File: src/rtl/usdp_pkg.sv
// Shared constants of the shadow data port block
package usdp_pkg;

    // ------------------------------------------------------------------
    // Register map
    // ------------------------------------------------------------------
    localparam logic [31:0] USDP_ALIAS_BASE    = 32'h5000_1130;
    localparam logic [31:0] USDP_ALIAS_7_ADDR  = 32'h5000_114C;
    localparam logic [31:0] USDP_ALIAS_8_ADDR  = 32'h5000_1150;
    localparam logic [31:0] USDP_ALIAS_LAST    = 32'h5000_116C;
    localparam logic [31:0] USDP_LSR_ADDR      = 32'h5000_1170;
    localparam logic [31:0] USDP_CTRL_ADDR     = 32'h5000_1174;
    localparam logic [31:0] USDP_ISR_ADDR      = 32'h5000_1178;
    localparam logic [31:0] USDP_IMR_ADDR      = 32'h5000_117C;
    localparam int          USDP_ALIAS_COUNT   = 16;

    // ------------------------------------------------------------------
    // Field positions
    // ------------------------------------------------------------------
    localparam int USDP_LSR_DR_BIT      = 0;
    localparam int USDP_LSR_OE_BIT      = 1;
    localparam int USDP_LSR_TRANSMIT_HOLDING_EMPTY_FLAG_BIT    = 5;
    localparam int USDP_CTRL_FIFO_BIT   = 0;
    localparam int USDP_CTRL_IR_BIT     = 1;
    localparam int USDP_EV_RX_BIT       = 0;
    localparam int USDP_EV_OVR_BIT      = 1;
    localparam int USDP_EV_TRANSMIT_HOLDING_EMPTY_FLAG_BIT     = 2;
    localparam int USDP_EV_TXLOST_BIT   = 3;
    localparam int USDP_EV_WIDTH        = 4;

    // ------------------------------------------------------------------
    // Reset values and sizes
    // ------------------------------------------------------------------
    localparam logic [1:0]  USDP_CTRL_RESET    = 2'h0;
    localparam logic [3:0]  USDP_EV_RESET      = 4'h0;
    localparam logic [7:0]  USDP_BYTE_RESET    = 8'h00;
    localparam logic [31:0] USDP_WORD_ZERO     = 32'h0000_0000;
    localparam int          USDP_FIFO_DEPTH    = 16;

endpackage : usdp_pkg

File: src/rtl/usdp_shadow_port.sv
// Shadow data port: aliased receive buffer / transmit holding window
`timescale 1ns/10ps
`default_nettype none

// Behaviour
// - Sixteen aliased words reach same data path
// - Read returns received byte from UART/IR
// - FIFO off: new byte overwrites, flags overrun
// - FIFO on: read pops oldest receive entry
// - Full receive FIFO drops new byte, overrun
// - Write supplies byte to serial or IR output
// - FIFO off: write clears holding-empty flag
// - FIFO off: further writes replace pending byte
// - FIFO on: accept writes up to depth
// - Write to full transmit FIFO is discarded
module usdp_shadow_port
    import usdp_pkg::*;
#(
    parameter int DEPTH = USDP_FIFO_DEPTH
) (
    input  wire logic        clock,
    input  wire logic        rst,
    input  wire logic [31:0] reg_addr,
    input  wire logic [31:0] reg_wdata,
    input  wire logic        reg_wr,
    input  wire logic        reg_rd,
    output logic      [31:0] reg_rdata,
    input  wire logic [7:0]  rx_uart_byte,
    input  wire logic        rx_uart_valid,
    input  wire logic [7:0]  rx_ir_byte,
    input  wire logic        rx_ir_valid,
    output logic      [7:0]  tx_byte,
    output logic             tx_uart_valid,
    output logic             tx_ir_valid,
    input  wire logic        tx_ready,
    output logic             ir_mode,
    output logic             irq
);

    localparam int PW = $clog2(DEPTH);
    localparam int CW = $clog2(DEPTH + 1);
    localparam logic [CW-1:0] CNT_FULL = CW'(DEPTH);
    localparam logic [CW-1:0] CNT_ONE  = CW'(1);
    localparam logic [CW-1:0] CNT_ZERO = CW'(0);
    localparam logic [PW-1:0] PTR_ONE  = PW'(1);
    localparam logic [PW-1:0] PTR_ZERO = PW'(0);

    // Pointers wrap by overflow, so the depth must be a power of two
    if (DEPTH < 2 || (DEPTH & (DEPTH - 1)) != 0) begin : g_depth_check
        $error("usdp_shadow_port: DEPTH must be a power of two, at least 2");
    end

    // Decode trusts the span; a moved bound would silently drop aliases
    if (USDP_ALIAS_LAST - USDP_ALIAS_BASE != 32'((USDP_ALIAS_COUNT - 1) * 4)) begin : g_span_check
        $error("usdp_shadow_port: alias window does not match alias count");
    end

    // ------------------------------------------------------------------
    // Address decode
    // ------------------------------------------------------------------
    logic alias_hit;
    logic lsr_hit;
    logic ctrl_hit;
    logic isr_hit;
    logic imr_hit;

    assign alias_hit = (reg_addr >= USDP_ALIAS_BASE) && (reg_addr <= USDP_ALIAS_LAST)
                       && (reg_addr[1:0] == 2'h0);
    assign lsr_hit   = (reg_addr == USDP_LSR_ADDR);
    assign ctrl_hit  = (reg_addr == USDP_CTRL_ADDR);
    assign isr_hit   = (reg_addr == USDP_ISR_ADDR);
    assign imr_hit   = (reg_addr == USDP_IMR_ADDR);

    // ------------------------------------------------------------------
    // Control register
    // ------------------------------------------------------------------
    logic [1:0] ctrl_ff;
    logic       fifo_en;
    logic       flush;

    assign fifo_en = ctrl_ff[USDP_CTRL_FIFO_BIT];
    assign ir_mode = ctrl_ff[USDP_CTRL_IR_BIT];
    // Switching FIFO mode flushes both paths; stale entries would mislead
    assign flush   = reg_wr && ctrl_hit && (reg_wdata[USDP_CTRL_FIFO_BIT] != fifo_en);

    always_ff @(posedge clock) begin
        if (rst) begin
            ctrl_ff <= USDP_CTRL_RESET;
        end else if (reg_wr && ctrl_hit) begin
            ctrl_ff <= reg_wdata[1:0];
        end
    end

    // ------------------------------------------------------------------
    // Receive path
    // ------------------------------------------------------------------
    logic [7:0]    rx_mem [DEPTH];
    logic [PW-1:0] rx_rd_ptr_ff;
    logic [PW-1:0] rx_wr_ptr_ff;
    logic [CW-1:0] rx_cnt_ff;
    logic          rx_in_valid;
    logic [7:0]    rx_in_byte;
    logic          rx_pop;
    logic          rx_push;
    logic          rx_overrun;
    logic          data_ready;

    assign rx_in_valid = ir_mode ? rx_ir_valid : rx_uart_valid;
    assign rx_in_byte  = ir_mode ? rx_ir_byte  : rx_uart_byte;
    assign data_ready  = (rx_cnt_ff != CNT_ZERO);
    assign rx_pop      = reg_rd && alias_hit && data_ready;
    // A pop in the same cycle makes room for the arriving byte
    assign rx_push     = rx_in_valid && (!fifo_en || rx_cnt_ff != CNT_FULL || rx_pop);
    assign rx_overrun  = rx_in_valid && data_ready && !rx_pop
                         && (!fifo_en || rx_cnt_ff == CNT_FULL);

    always_ff @(posedge clock) begin
        if (rst || flush) begin
            rx_rd_ptr_ff <= PTR_ZERO;
            rx_wr_ptr_ff <= PTR_ZERO;
            rx_cnt_ff    <= CNT_ZERO;
        end else if (!fifo_en) begin
            // Single buffer at slot zero; a new byte overwrites it
            if (rx_push) begin
                rx_cnt_ff <= CNT_ONE;
            end else if (rx_pop) begin
                rx_cnt_ff <= CNT_ZERO;
            end
        end else begin
            if (rx_pop) begin
                rx_rd_ptr_ff <= rx_rd_ptr_ff + PTR_ONE;
            end
            if (rx_push) begin
                rx_wr_ptr_ff <= rx_wr_ptr_ff + PTR_ONE;
            end
            if (rx_push && !rx_pop) begin
                rx_cnt_ff <= rx_cnt_ff + CNT_ONE;
            end else if (rx_pop && !rx_push) begin
                rx_cnt_ff <= rx_cnt_ff - CNT_ONE;
            end
        end
    end

    always_ff @(posedge clock) begin
        if (rx_push && !flush) begin
            rx_mem[fifo_en ? rx_wr_ptr_ff : PTR_ZERO] <= rx_in_byte;
        end
    end

    // ------------------------------------------------------------------
    // Transmit path
    // ------------------------------------------------------------------
    logic [7:0]    tx_mem [DEPTH];
    logic [PW-1:0] tx_rd_ptr_ff;
    logic [PW-1:0] tx_wr_ptr_ff;
    logic [CW-1:0] tx_cnt_ff;
    logic          tx_wr;
    logic          tx_take;
    logic          tx_push;
    logic          tx_lost;
    logic          transmit_holding_empty_flag;
    logic          tx_pending;

    assign tx_wr      = reg_wr && alias_hit;
    assign tx_pending = (tx_cnt_ff != CNT_ZERO);
    assign transmit_holding_empty_flag       = !tx_pending;
    assign tx_take    = tx_pending && tx_ready;
    assign tx_push    = tx_wr && (!fifo_en || tx_cnt_ff != CNT_FULL);
    assign tx_lost    = tx_wr && fifo_en && tx_cnt_ff == CNT_FULL;

    always_ff @(posedge clock) begin
        if (rst || flush) begin
            tx_rd_ptr_ff <= PTR_ZERO;
            tx_wr_ptr_ff <= PTR_ZERO;
            tx_cnt_ff    <= CNT_ZERO;
        end else if (!fifo_en) begin
            // A write arriving with the take leaves the new byte pending
            if (tx_push) begin
                tx_cnt_ff <= CNT_ONE;
            end else if (tx_take) begin
                tx_cnt_ff <= CNT_ZERO;
            end
        end else begin
            if (tx_take) begin
                tx_rd_ptr_ff <= tx_rd_ptr_ff + PTR_ONE;
            end
            if (tx_push) begin
                tx_wr_ptr_ff <= tx_wr_ptr_ff + PTR_ONE;
            end
            if (tx_push && !tx_take) begin
                tx_cnt_ff <= tx_cnt_ff + CNT_ONE;
            end else if (tx_take && !tx_push) begin
                tx_cnt_ff <= tx_cnt_ff - CNT_ONE;
            end
        end
    end

    always_ff @(posedge clock) begin
        if (tx_push && !flush) begin
            // Only the low byte is kept
            tx_mem[fifo_en ? tx_wr_ptr_ff : PTR_ZERO] <= reg_wdata[7:0];
        end
    end

    // Byte comes straight from the storage flops
    assign tx_byte       = tx_mem[fifo_en ? tx_rd_ptr_ff : PTR_ZERO];
    assign tx_uart_valid = tx_pending && !ir_mode;
    assign tx_ir_valid   = tx_pending && ir_mode;

    // ------------------------------------------------------------------
    // Line status and interrupts
    // ------------------------------------------------------------------
    logic                    overrun_ff;
    logic                    transmit_holding_empty_flag_d_ff;
    logic [USDP_EV_WIDTH-1:0] isr_ff;
    logic [USDP_EV_WIDTH-1:0] imr_ff;
    logic [USDP_EV_WIDTH-1:0] events;

    always_ff @(posedge clock) begin
        if (rst) begin
            transmit_holding_empty_flag_d_ff <= 1'b1;
        end else begin
            transmit_holding_empty_flag_d_ff <= transmit_holding_empty_flag;
        end
    end

    always_comb begin
        events                     = USDP_EV_RESET;
        events[USDP_EV_RX_BIT]     = rx_push;
        events[USDP_EV_OVR_BIT]    = rx_overrun;
        events[USDP_EV_TRANSMIT_HOLDING_EMPTY_FLAG_BIT]   = transmit_holding_empty_flag && !transmit_holding_empty_flag_d_ff;
        events[USDP_EV_TXLOST_BIT] = tx_lost;
    end

    // Set wins over the read that clears
    always_ff @(posedge clock) begin
        if (rst) begin
            overrun_ff <= 1'b0;
        end else if (rx_overrun) begin
            overrun_ff <= 1'b1;
        end else if (reg_rd && lsr_hit) begin
            overrun_ff <= 1'b0;
        end
    end

    always_ff @(posedge clock) begin
        if (rst) begin
            isr_ff <= USDP_EV_RESET;
        end else if (reg_rd && isr_hit) begin
            isr_ff <= events;
        end else begin
            isr_ff <= isr_ff | events;
        end
    end

    always_ff @(posedge clock) begin
        if (rst) begin
            imr_ff <= USDP_EV_RESET;
        end else if (reg_wr && imr_hit) begin
            imr_ff <= reg_wdata[USDP_EV_WIDTH-1:0];
        end
    end

    assign irq = |(isr_ff & imr_ff);

    // ------------------------------------------------------------------
    // Read data
    // ------------------------------------------------------------------
    logic [31:0] nxt_rdata;

    always_comb begin
        nxt_rdata = USDP_WORD_ZERO;
        if (alias_hit) begin
            // Buffer content returned even when not valid; data-ready qualifies it
            nxt_rdata[7:0] = rx_mem[fifo_en ? rx_rd_ptr_ff : PTR_ZERO];
        end else if (lsr_hit) begin
            nxt_rdata[USDP_LSR_DR_BIT]   = data_ready;
            nxt_rdata[USDP_LSR_OE_BIT]   = overrun_ff;
            nxt_rdata[USDP_LSR_TRANSMIT_HOLDING_EMPTY_FLAG_BIT] = transmit_holding_empty_flag;
        end else if (ctrl_hit) begin
            nxt_rdata[1:0] = ctrl_ff;
        end else if (isr_hit) begin
            nxt_rdata[USDP_EV_WIDTH-1:0] = isr_ff;
        end else if (imr_hit) begin
            nxt_rdata[USDP_EV_WIDTH-1:0] = imr_ff;
        end
    end

    always_ff @(posedge clock) begin
        if (rst || !reg_rd) begin
            reg_rdata <= USDP_WORD_ZERO;
        end else begin
            reg_rdata <= nxt_rdata;
        end
    end

endmodule : usdp_shadow_port

`default_nettype wire

File: config.mk
export PLATFORM = sky130hd
export DESIGN_NAME = usdp_shadow_port
export DESIGN_NICKNAME = d
export VERILOG_FILES = /design/src/rtl/usdp_pkg.sv /design/src/rtl/usdp_shadow_port.sv
export SDC_FILE = /design/constraint.sdc
export NUM_CORES = 1
export LEC_CHECK = 0
export BUFFER_PORTS_ARGS = -buffer_cell sky130_fd_sc_hd__clkbuf_2
export CAP_MARGIN = 20
export CELL_PAD_IN_SITES_DETAIL_PLACEMENT = 0
export CELL_PAD_IN_SITES_GLOBAL_PLACEMENT = 2
export CORE_MARGIN = 3
export CORE_UTILIZATION = 37
export CTS_CLUSTER_DIAMETER = 100
export DETAILED_ROUTE_END_ITERATION = 10
export PLACE_DENSITY_LB_ADDON = 0.1
export SETUP_SLACK_MARGIN = 0.5
export SLEW_MARGIN = 20
export SYNTH_ARGS = -nofsm -noshare
export SYNTH_HDL_FRONTEND = slang
export SYNTH_SLANG_ARGS = --single-unit
File: constraint.sdc
create_clock -name clock -period 3.77 [get_ports clock]
set_input_delay 0.5655 -clock clock [delete_from_list [all_inputs] [get_ports clock]]
set_output_delay 0.5655 -clock clock [all_outputs]
set_load 0.1 [all_outputs]
==> summary.md, run 1 <==
| Metric | Value |
|---|---|
| Register-to-Register Path Depth | 12 |
| Slew HR | 0.484 |
| Reg-to-reg slack, setup | ~0.85 ns |
| Mapped Cells | slightly above 1000 |
| Reg-to-Reg End | rx_cnt_ff[4] |
| RSZ-0062 raised after global routing | yes |
| Buffer cell driving the clock tree root | sky130_fd_sc_hd__clkbuf_16 |
| Synthesis-stage register bit count | 302 |
| Chip Width | 196 um |
| Simple-Gate Fraction of Synth Area | 0.0959 |
| Clock tree skew after final layout | around 0.019 ns |
| Vertical extent of the die | 196 um |
| Number of clock sinks | 302 |
| Final cell count without fillers | between 1500 and 2000 |
| Area of the core | roughly 35000 um^2 |
| Starting utilization of the core area | 0.380 |
| Total GRT Usage | 0.177 |
| Vias after detailed routing | 8480 |
| Main combinational cell family by area after synthesis | compound AO/OA/AOI/OAI gates |
| Number of buffers created by CTS | 36 |
| Number of cell rows | 68 |
| Outcome | complete, no violations |
| Max-cap violations | 0 |
| Fmax | 0.319 GHz |
| Total overflow reported by the global router | 0 |
| Fin. max-slew vios | 0 |
| Number of DRC markers after the initial detailed-route iteration | 657 |
| Overall die area | 38300 um^2 |
| Global-route wire length before repair | 52200 um |
| Most frequent cell after synthesis | sky130_fd_sc_hd__edfxtp_1 |
| Max H-tree Level | 2 |
| HP Class | reg -> reg |
| Top_reg_cell synth | sky130_fd_sc_hd__edfxtp_1 |
| Hold Fails Final Rpt | 0 |
| Final core utilization | 0.454 |
| Worst endpoint required time | 4.15 ns |
| Post-synthesis cell area | 13300 um^2 |
| Final-stage net count | 1236 |
| 1st-pass router iterations | 4 |
| Type of the worst setup path | in -> reg |
| Worst hold path stage count | 2 |
| Xor/xnor cell area share of the yosys netlist | 0.0112 |
| Leading cell types by count after synthesis | 256 x sky130_fd_sc_hd__edfxtp_1, 87 x sky130_fd_sc_hd__nor2_1, 64 x sky130_fd_sc_hd__a21oi_1 |
| Setup_tns | 0 ns |
| Routability Congestion | 0.744 |
| Synthesized-area fraction occupied by adder cells | 0.0124 |
| Share of the clock period used by the worst path after layout | 0.832 |
| Time the worst path needs with I/O delays and setup | 3.14 ns |
| Slew at the pin with the worst max-slew slack | between 0.7 and 0.8 ns |
| Critical path startpoint category | primary input |
| Number of nets with antenna violations after routing | 0 |
| TritonCTS clock tree | yes |
| Leakage power | 5.63 nW |
| Count of port buffers added during placement | between 80 and 90 |
| Maximum resistive drop on vdd | approximately 0.00028 V |
| Number of enable flip-flop cells after synthesis | 256 |
| I/O pins | 131 |
| Number of global-route vias before repair | 8517 |
| DRC Markers | 0 |
| Clock network latency to the later pin of the worst-skew pair | approximately 0.51 ns |
| Fraction of final layout cells sized beyond drive strength 1 | 0.254 |
| Detailed placement HPWL | roughly 23000 um |
| Number of warnings issued by yosys | 0 |
| Worst Hold Path EP | overrun_ff |
| Placed insts | between 1500 and 2000 |
| Kind of end point of the critical path | flip-flop |
| Highest fanout seen on the critical path | 4 |
| Avg Inst Size Synth | 13.1 um^2 |
| Data arrival time of the worst path | 3.52 ns |
| Complex-gate fraction of the synthesized area | 0.107 |
| Reg-to-reg critical path startpoint | rx_cnt_ff[0] |
| Area growth from synthesis to layout | 19.4% |
| Yosys top cell by area | sky130_fd_sc_hd__edfxtp_1 |
| Pin count of the biggest net entering global routing | 45 |
| Number of antenna violations at the first check in global routing | 0 |
| Average vias per placed instance | 5.24 |
| Wire length per cell after detailed routing | 21.2 um |
| Share of cell area taken by muxes after synthesis | 0.0945 |
| Setup-failing EPs final | 0 |
| Power Density | 456 nW/um^2 |
| Post-synthesis async set-or-reset flop share | 0 |
| Detailed Route WL | 34400 um |
| Number of library cell types mapped by synthesis | 62 |
| Proportion of synthesized chip area in sequential cells | 0.646 |
| Worst hold path startpoint | overrun_ff |
| Leading post-synthesis cells by cell area | sky130_fd_sc_hd__edfxtp_1 58%, sky130_fd_sc_hd__dfxtp_1 6.9%, sky130_fd_sc_hd__mux2_2 5.0%, sky130_fd_sc_hd__mux2i_1 3.5%, sky130_fd_sc_hd__nor2_1 2.4% |
| Maximum root-to-sink buffer count | 3 |
| Top-area cell type share of the netlist area | 0.577 |
| Clock transition at the register clock pins on the worst setup and hold paths after CTS | roughly 0.060 ns |
## area by class of cell
| cell class | count | area, um^2 |
|---|---|---|
| Fill cell | 3253 | 19100 |
| Sequential cell | 302 | 8620 |
| Multi-Input combinational cell | 646 | 4530 |
| Timing Repair Buffer | 145 | 1040 |
| Clock buffer | 53 | 1010 |
| Tap cell | 455 | 569 |
| Clock inverter | 11 | 136 |
| Inverter | 6 | 22.5 |
| Antenna cell | 1 | 2.50 |
## cell usage in the layout, fill, tap and decap left out, types with 41 or more instances in the layout
cell type,synthesis,layout
sky130_fd_sc_hd__dfxtp_1,46,41
sky130_fd_sc_hd__nor2_1,87,86
sky130_fd_sc_hd__edfxtp_1,256,256
sky130_fd_sc_hd__mux2_2,59,59
sky130_fd_sc_hd__buf_4,24,59
sky130_fd_sc_hd__a21oi_1,64,63
sky130_fd_sc_hd__mux2i_1,46,46
sky130_fd_sc_hd__clkbuf_2,0,74
sky130_fd_sc_hd__nand2_1,52,52
## metrics by stage
stage / power [W] / setup slack, ns / hold WS (ns) / instance area (um^2)
after floorplan: 0.00389 / 0.251 / 0.427 / 13600
after global placement: 0.00397 / 0.105 / 0.446 / 14700
after detailed placement: 0.00398 / 0.0446 / 0.452 / 14700
after CTS: 0.00734 / 0.457 / 0.442 / 15900
after global routing: 0.00750 / 0.497 / 0.494 / 15900
final: 0.00725 / 0.632 / 0.460 / 15900
## layer usage
metal,share of wire,global-route usage
met1,0.50,0.268
met2,0.44,0.271
met3,0.043,0.0297
met4,0.013,0.0343
met5,0,0
## how the worst max path moves through the flow
stage | startpoint | endpoint | slack (ns) | cells after the start
final | reg_addr[14] | rx_cnt_ff[4] | 0.63 | 14
after global routing | ctrl_ff[0] | tx_byte[6] | 0.50 | 8
after CTS | tx_rd_ptr_ff[0] | tx_byte[6] | 0.46 | 8
after detailed placement | reg_addr[14] | rx_cnt_ff[4] | 0.04 | 14
after global placement | reg_addr[14] | rx_cnt_ff[4] | 0.10 | 14
after floorplan | reg_addr[14] | tx_cnt_ff[4] | 0.25 | 12
## cells by family after synthesis
family,count (synthesis)
xor gates and xnor gates,17
other,1
buffers and inverters,91
and+or+nand+nor,263
muxes,111
AOI/OAI and AO/OA,219
adders and majority gates,12
DFF,302
## critical path, cell delays in order
cell and delay (ns):
sky130_fd_sc_hd__clkbuf_2 0.08, sky130_fd_sc_hd__or3_4 0.39, sky130_fd_sc_hd__or4_4 0.55, sky130_fd_sc_hd__a31oi_4 0.26, sky130_fd_sc_hd__o211ai_4 0.12, sky130_fd_sc_hd__nand3_2 0.13, sky130_fd_sc_hd__nand3_2 0.13, sky130_fd_sc_hd__fa_1 0.44
sky130_fd_sc_hd__a21o_1 0.17, sky130_fd_sc_hd__a21o_1 0.21, sky130_fd_sc_hd__o21ai_0 0.16, sky130_fd_sc_hd__a31oi_1 0.05, sky130_fd_sc_hd__o21ai_0 0.17, sky130_fd_sc_hd__a21oi_1 0.08
## power breakdown
part | internal, W | leakage [nW] | switching (W)
sequential | 0.00363 | 2.68 | 0.00000479
combinational | 0.0000568 | 2.40 | 0.000216
clock | 0.00205 | 0.551 | 0.00130
## sequential cells by signal (all words and copies together), names as in the netlist
| name | count |
|---|---|
| ctrl_ff | 2 |
| imr_ff | 4 |
| isr_ff | 4 |
| overrun_ff | 1 |
| reg_rdata | 8 |
| rx_cnt_ff | 5 |
| rx_mem | 128 |
| rx_rd_ptr_ff | 4 |
| rx_wr_ptr_ff | 4 |
| transmit_holding_empty_flag_d_ff | 1 |
| tx_cnt_ff | 5 |
| tx_mem | 128 |
| tx_rd_ptr_ff | 4 |
| tx_wr_ptr_ff | 4 |
## what timing repair did
action,CTS,global route
gates resized for setup,3,6
hold endpoints to repair,0,0
hold buffers,0,0
setup endpoints to repair,8,9
buffers inserted,0,3
pin swaps,0,1
Note: power is estimated with default switching activity, not from simulation.
==> run 2, diff against run 1 <==
- ABC_AREA: default -> 1
- CORE_UTILIZATION: 37 -> 39
- clock period: 3.77 -> 3.2 ns (I/O delays scaled with it)
==> run 2 against run 1 <==
Clock power is 16% higher. Worst setup slack worse by 0.077 ns. Hold slack got worse by 0.054 ns. Power rose by 16%. Critical endpoint is now tx_byte[0].
==> summary.md, run 2 <==
| Metric | Value |
|---|---|
| Largest stage delay on the critical path | 0.42 ns |
| Fraction of final layout cells sized beyond drive strength 1 | 0.200 |
| 1st-pass router iterations | 5 |
| Clock tree skew after final layout | 0.0158 ns |
| Data arrival time of the worst path | about 2.2 ns |
| Total of fill cells in the finished design | ~3100 |
| Post-route cell area | 16000 um^2 |
| Number of enable flip-flop cells after synthesis | 256 |
| Antenna cell count | 0 |
| Most common cell on crit path | sky130_fd_sc_hd__buf_12 |
| Critical-path cell list | buf_12 > nand2_1 > buf_12 > clkinvlp_4 > buf_4 > o311ai_2 > nand3_1 > nand2_2 > buf_12 |
| Routability Congestion | 0.730 |
| Chip Width | 191 um |
| Most used cells in the layout excluding fill and tap cells | 326 x sky130_fd_sc_hd__nor2_1, 256 x sky130_fd_sc_hd__edfxtp_1, 115 x sky130_fd_sc_hd__nand2_1 |
| Detailed Route WL | 33300 um |
| Detailed placement HPWL | 21400 um |
| DRC Markers | 0 |
| Top_reg_cell synth | sky130_fd_sc_hd__edfxtp_1 |
| Total overflow reported by the global router | 0 |
| Power Density | 526 nW/um^2 |
| Leading cell type in the layout, fill and taps excluded | sky130_fd_sc_hd__nor2_1 |
| Kind of end point of the critical path | primary output |
| Area of the core | 33600 um^2 |
| Leakage power | 5.85 nW |
| Time the worst path needs with I/O delays and setup | 2.65 ns |
| Yosys top cell by area | sky130_fd_sc_hd__edfxtp_1 |
| Post-synthesis cell area | 13300 um^2 |
| Number of global-route vias before repair | roughly 9000 |
| Number of DRC markers after the initial detailed-route iteration | 543 |
| Max H-tree Level | 2 |
| Leading cell types by count after synthesis | 327 x sky130_fd_sc_hd__nor2_1, 256 x sky130_fd_sc_hd__edfxtp_1, 124 x sky130_fd_sc_hd__nand2_1 |
| Wire length per cell after detailed routing | 18.0 um |
| Starting utilization of the core area | 0.396 |
| Number of buffers created by CTS | 34 |
| Slew at the pin with the worst max-slew slack | 0.596 ns |
| Slew HR | 0.602 |
| I/O pins | around 130 |
| Average vias per placed instance | 5.01 |
| Maximum root-to-sink buffer count | 3 |
| Avg Inst Size Synth | 10.7 um^2 |
| Critical path startpoint category | flip-flop |
| Overall die area | ~36000 um^2 |
| Maximum resistive drop on vdd | 0.000379 V |
| Area growth from synthesis to layout | 20.4% |
| Count of port buffers added during placement | 82 |
| Number of nets with antenna violations after routing | 0 |
| Hold Fails Final Rpt | 0 |
| Buffer cell driving the clock tree root | sky130_fd_sc_hd__clkbuf_16 |
| TritonCTS clock tree | yes |
| Fmax | 0.378 GHz |
| Master of the slowest instance on the critical path | sky130_fd_sc_hd__dfxtp_4 |
| Mapped Cells | 1247 |
| Number of hold-repair buffers added at the cts stage | 0 |
| Proportion of synthesized chip area in sequential cells | 0.646 |
| Fin. max-slew vios | 0 |
| Pin count of the biggest net entering global routing | 65 |
| Max-cap violations | 0 |
| Number of library cell types mapped by synthesis | 48 |
| Number of antenna violations at the first check in global routing | 0 |
| Vertical extent of the die | between 150 and 200 um |
| Type of the worst setup path | reg -> out |
| Leading post-synthesis cells by cell area | sky130_fd_sc_hd__edfxtp_1 58%, sky130_fd_sc_hd__nor2_1 9.2%, sky130_fd_sc_hd__dfxtp_1 6.9%, sky130_fd_sc_hd__o311ai_0 3.7%, sky130_fd_sc_hd__nand2_1 3.5% |
| Global-route wire length before repair | 52000 um |
| Number of cell rows | 67 |
| Total GRT Usage | 0.183 |
| Top-area cell type share of the netlist area | 0.577 |
| RSZ-0062 raised after global routing | yes |
| Number of clock sinks | 302 |
| Worst endpoint required time | 2.72 ns |
| Share of the clock period used by the worst path after layout | 0.827 |
| Setup-failing EPs final | 0 |
| Clock network latency to the later pin of the worst-skew pair | 0.50 ns |
| HP Class | in -> reg |
| Setup_tns | 0 ns |
| Highest fanout seen on the critical path | 20 |
| Post-synthesis async set-or-reset flop share | 0 |
| Number of warnings issued by yosys | 0 |
| Clock transition at the register clock pins on the worst setup and hold paths after CTS | approximately 0.050 ns |
| Final-stage net count | 1476 |
| Outcome | complete, no violations |
| Largest regs | rx_mem (128), tx_mem (128), reg_rdata (8) |
| Synthesis-stage register bit count | 302 |
| Post-DP Area | roughly 15000 um^2 |
| Vias after detailed routing | 9258 |
| Most frequent cell after synthesis | sky130_fd_sc_hd__nor2_1 |
-- run 2: repair_timing --
item                       in CTS  in global routing
gates resized for setup        46                 44
setup buffers                   9                  1
pin swaps                       4                  5
setup endpoints to repair       8                 11
gates cloned                    1                  2
-- run 2: power by group --
part | internal (W) | switching (W)
Clock | 0.00236 | 0.00150
Combinational | 0.0000553 | 0.000245
Sequential | 0.00427 | 0.00000419
-- run 2: cells by family (layout without fill, tap and decap cells) --
group / count (synthesis) / count (layout) / synth area share
and+or+nand+nor: 568 / 568 / 0.184
DFF: 302 / 302 / 0.646
AOI/OAI and AO/OA: 204 / 204 / 0.0994
buffers and inverters: 150 / 281 / 0.0511
adders and majority gates: 12 / 12 / 0.0124
xor gates and xnor gates: 10 / 10 / 0.00657
other: 1 / 24 / 0.000281
-- run 2: routing by layer --
metal | vias to the layer above | global-route usage | routed length [um]
met5 | - | 0 | 0
met4 | 0 | 0.0421 | 580
met3 | 40 | 0.0267 | 1430
met2 | 201 | 0.314 | 16200
met1 | 4416 | 0.247 | 15100
li1 | 4601 | - | -
-- run 2: cell type report --
class | count | area [um^2] | share of cell area
clock buffers | 48 | 975 | 0.0608
clock inverters | 12 | 135 | 0.00842
inverters | 72 | 282 | 0.0175
multi-input cells | 818 | 4330 | 0.270
flip-flops and latches | 302 | 8620 | 0.537
well taps | 448 | 561 | 0.0349
repair buffers | 147 | 1130 | 0.0704
repair inverters | 2 | 15.0 | 0.000936
-- run 2: stage by stage --
step / utilization / power [W] / instances / hold WS [ns] / setup WS (ns)
2_1_floorplan: - / 0.00458 / 1270 / 0.439 / 0.515
3_3_place_gp: 0.432 / 0.00466 / 1776 / 0.455 / 0.278
3_5_place_dp: 0.432 / 0.00466 / 1776 / 0.460 / 0.259
4_1_cts: 0.471 / 0.00854 / 1846 / 0.374 / 0.491
5_1_grt: 0.477 / 0.00873 / 1849 / 0.405 / 0.419
6_report: 0.477 / 0.00844 / 1849 / 0.406 / 0.555
-- run 2: final timing paths --
kind | start | to | slack, ns | cells after the start
worst max-delay path | ctrl_ff[0] | tx_byte[0] | 0.55 | 9
worst min-delay path | rst | overrun_ff | 0.41 | 2
worst max register to register | rx_cnt_ff[0] | rx_cnt_ff[4] | 0.76 | 16
worst min register to register | isr_ff[1] | isr_ff[1] | 0.47 | 2
-- run 2: critical path, delay by kind of cell (launching register included) --
kind | cells | cell delay [ns]
AOI/OAI and AO/OA | 1 | 0.12
DFF | 1 | 0.42
buffers and inverters | 5 | 0.75
and+or+nand+nor | 3 | 0.37
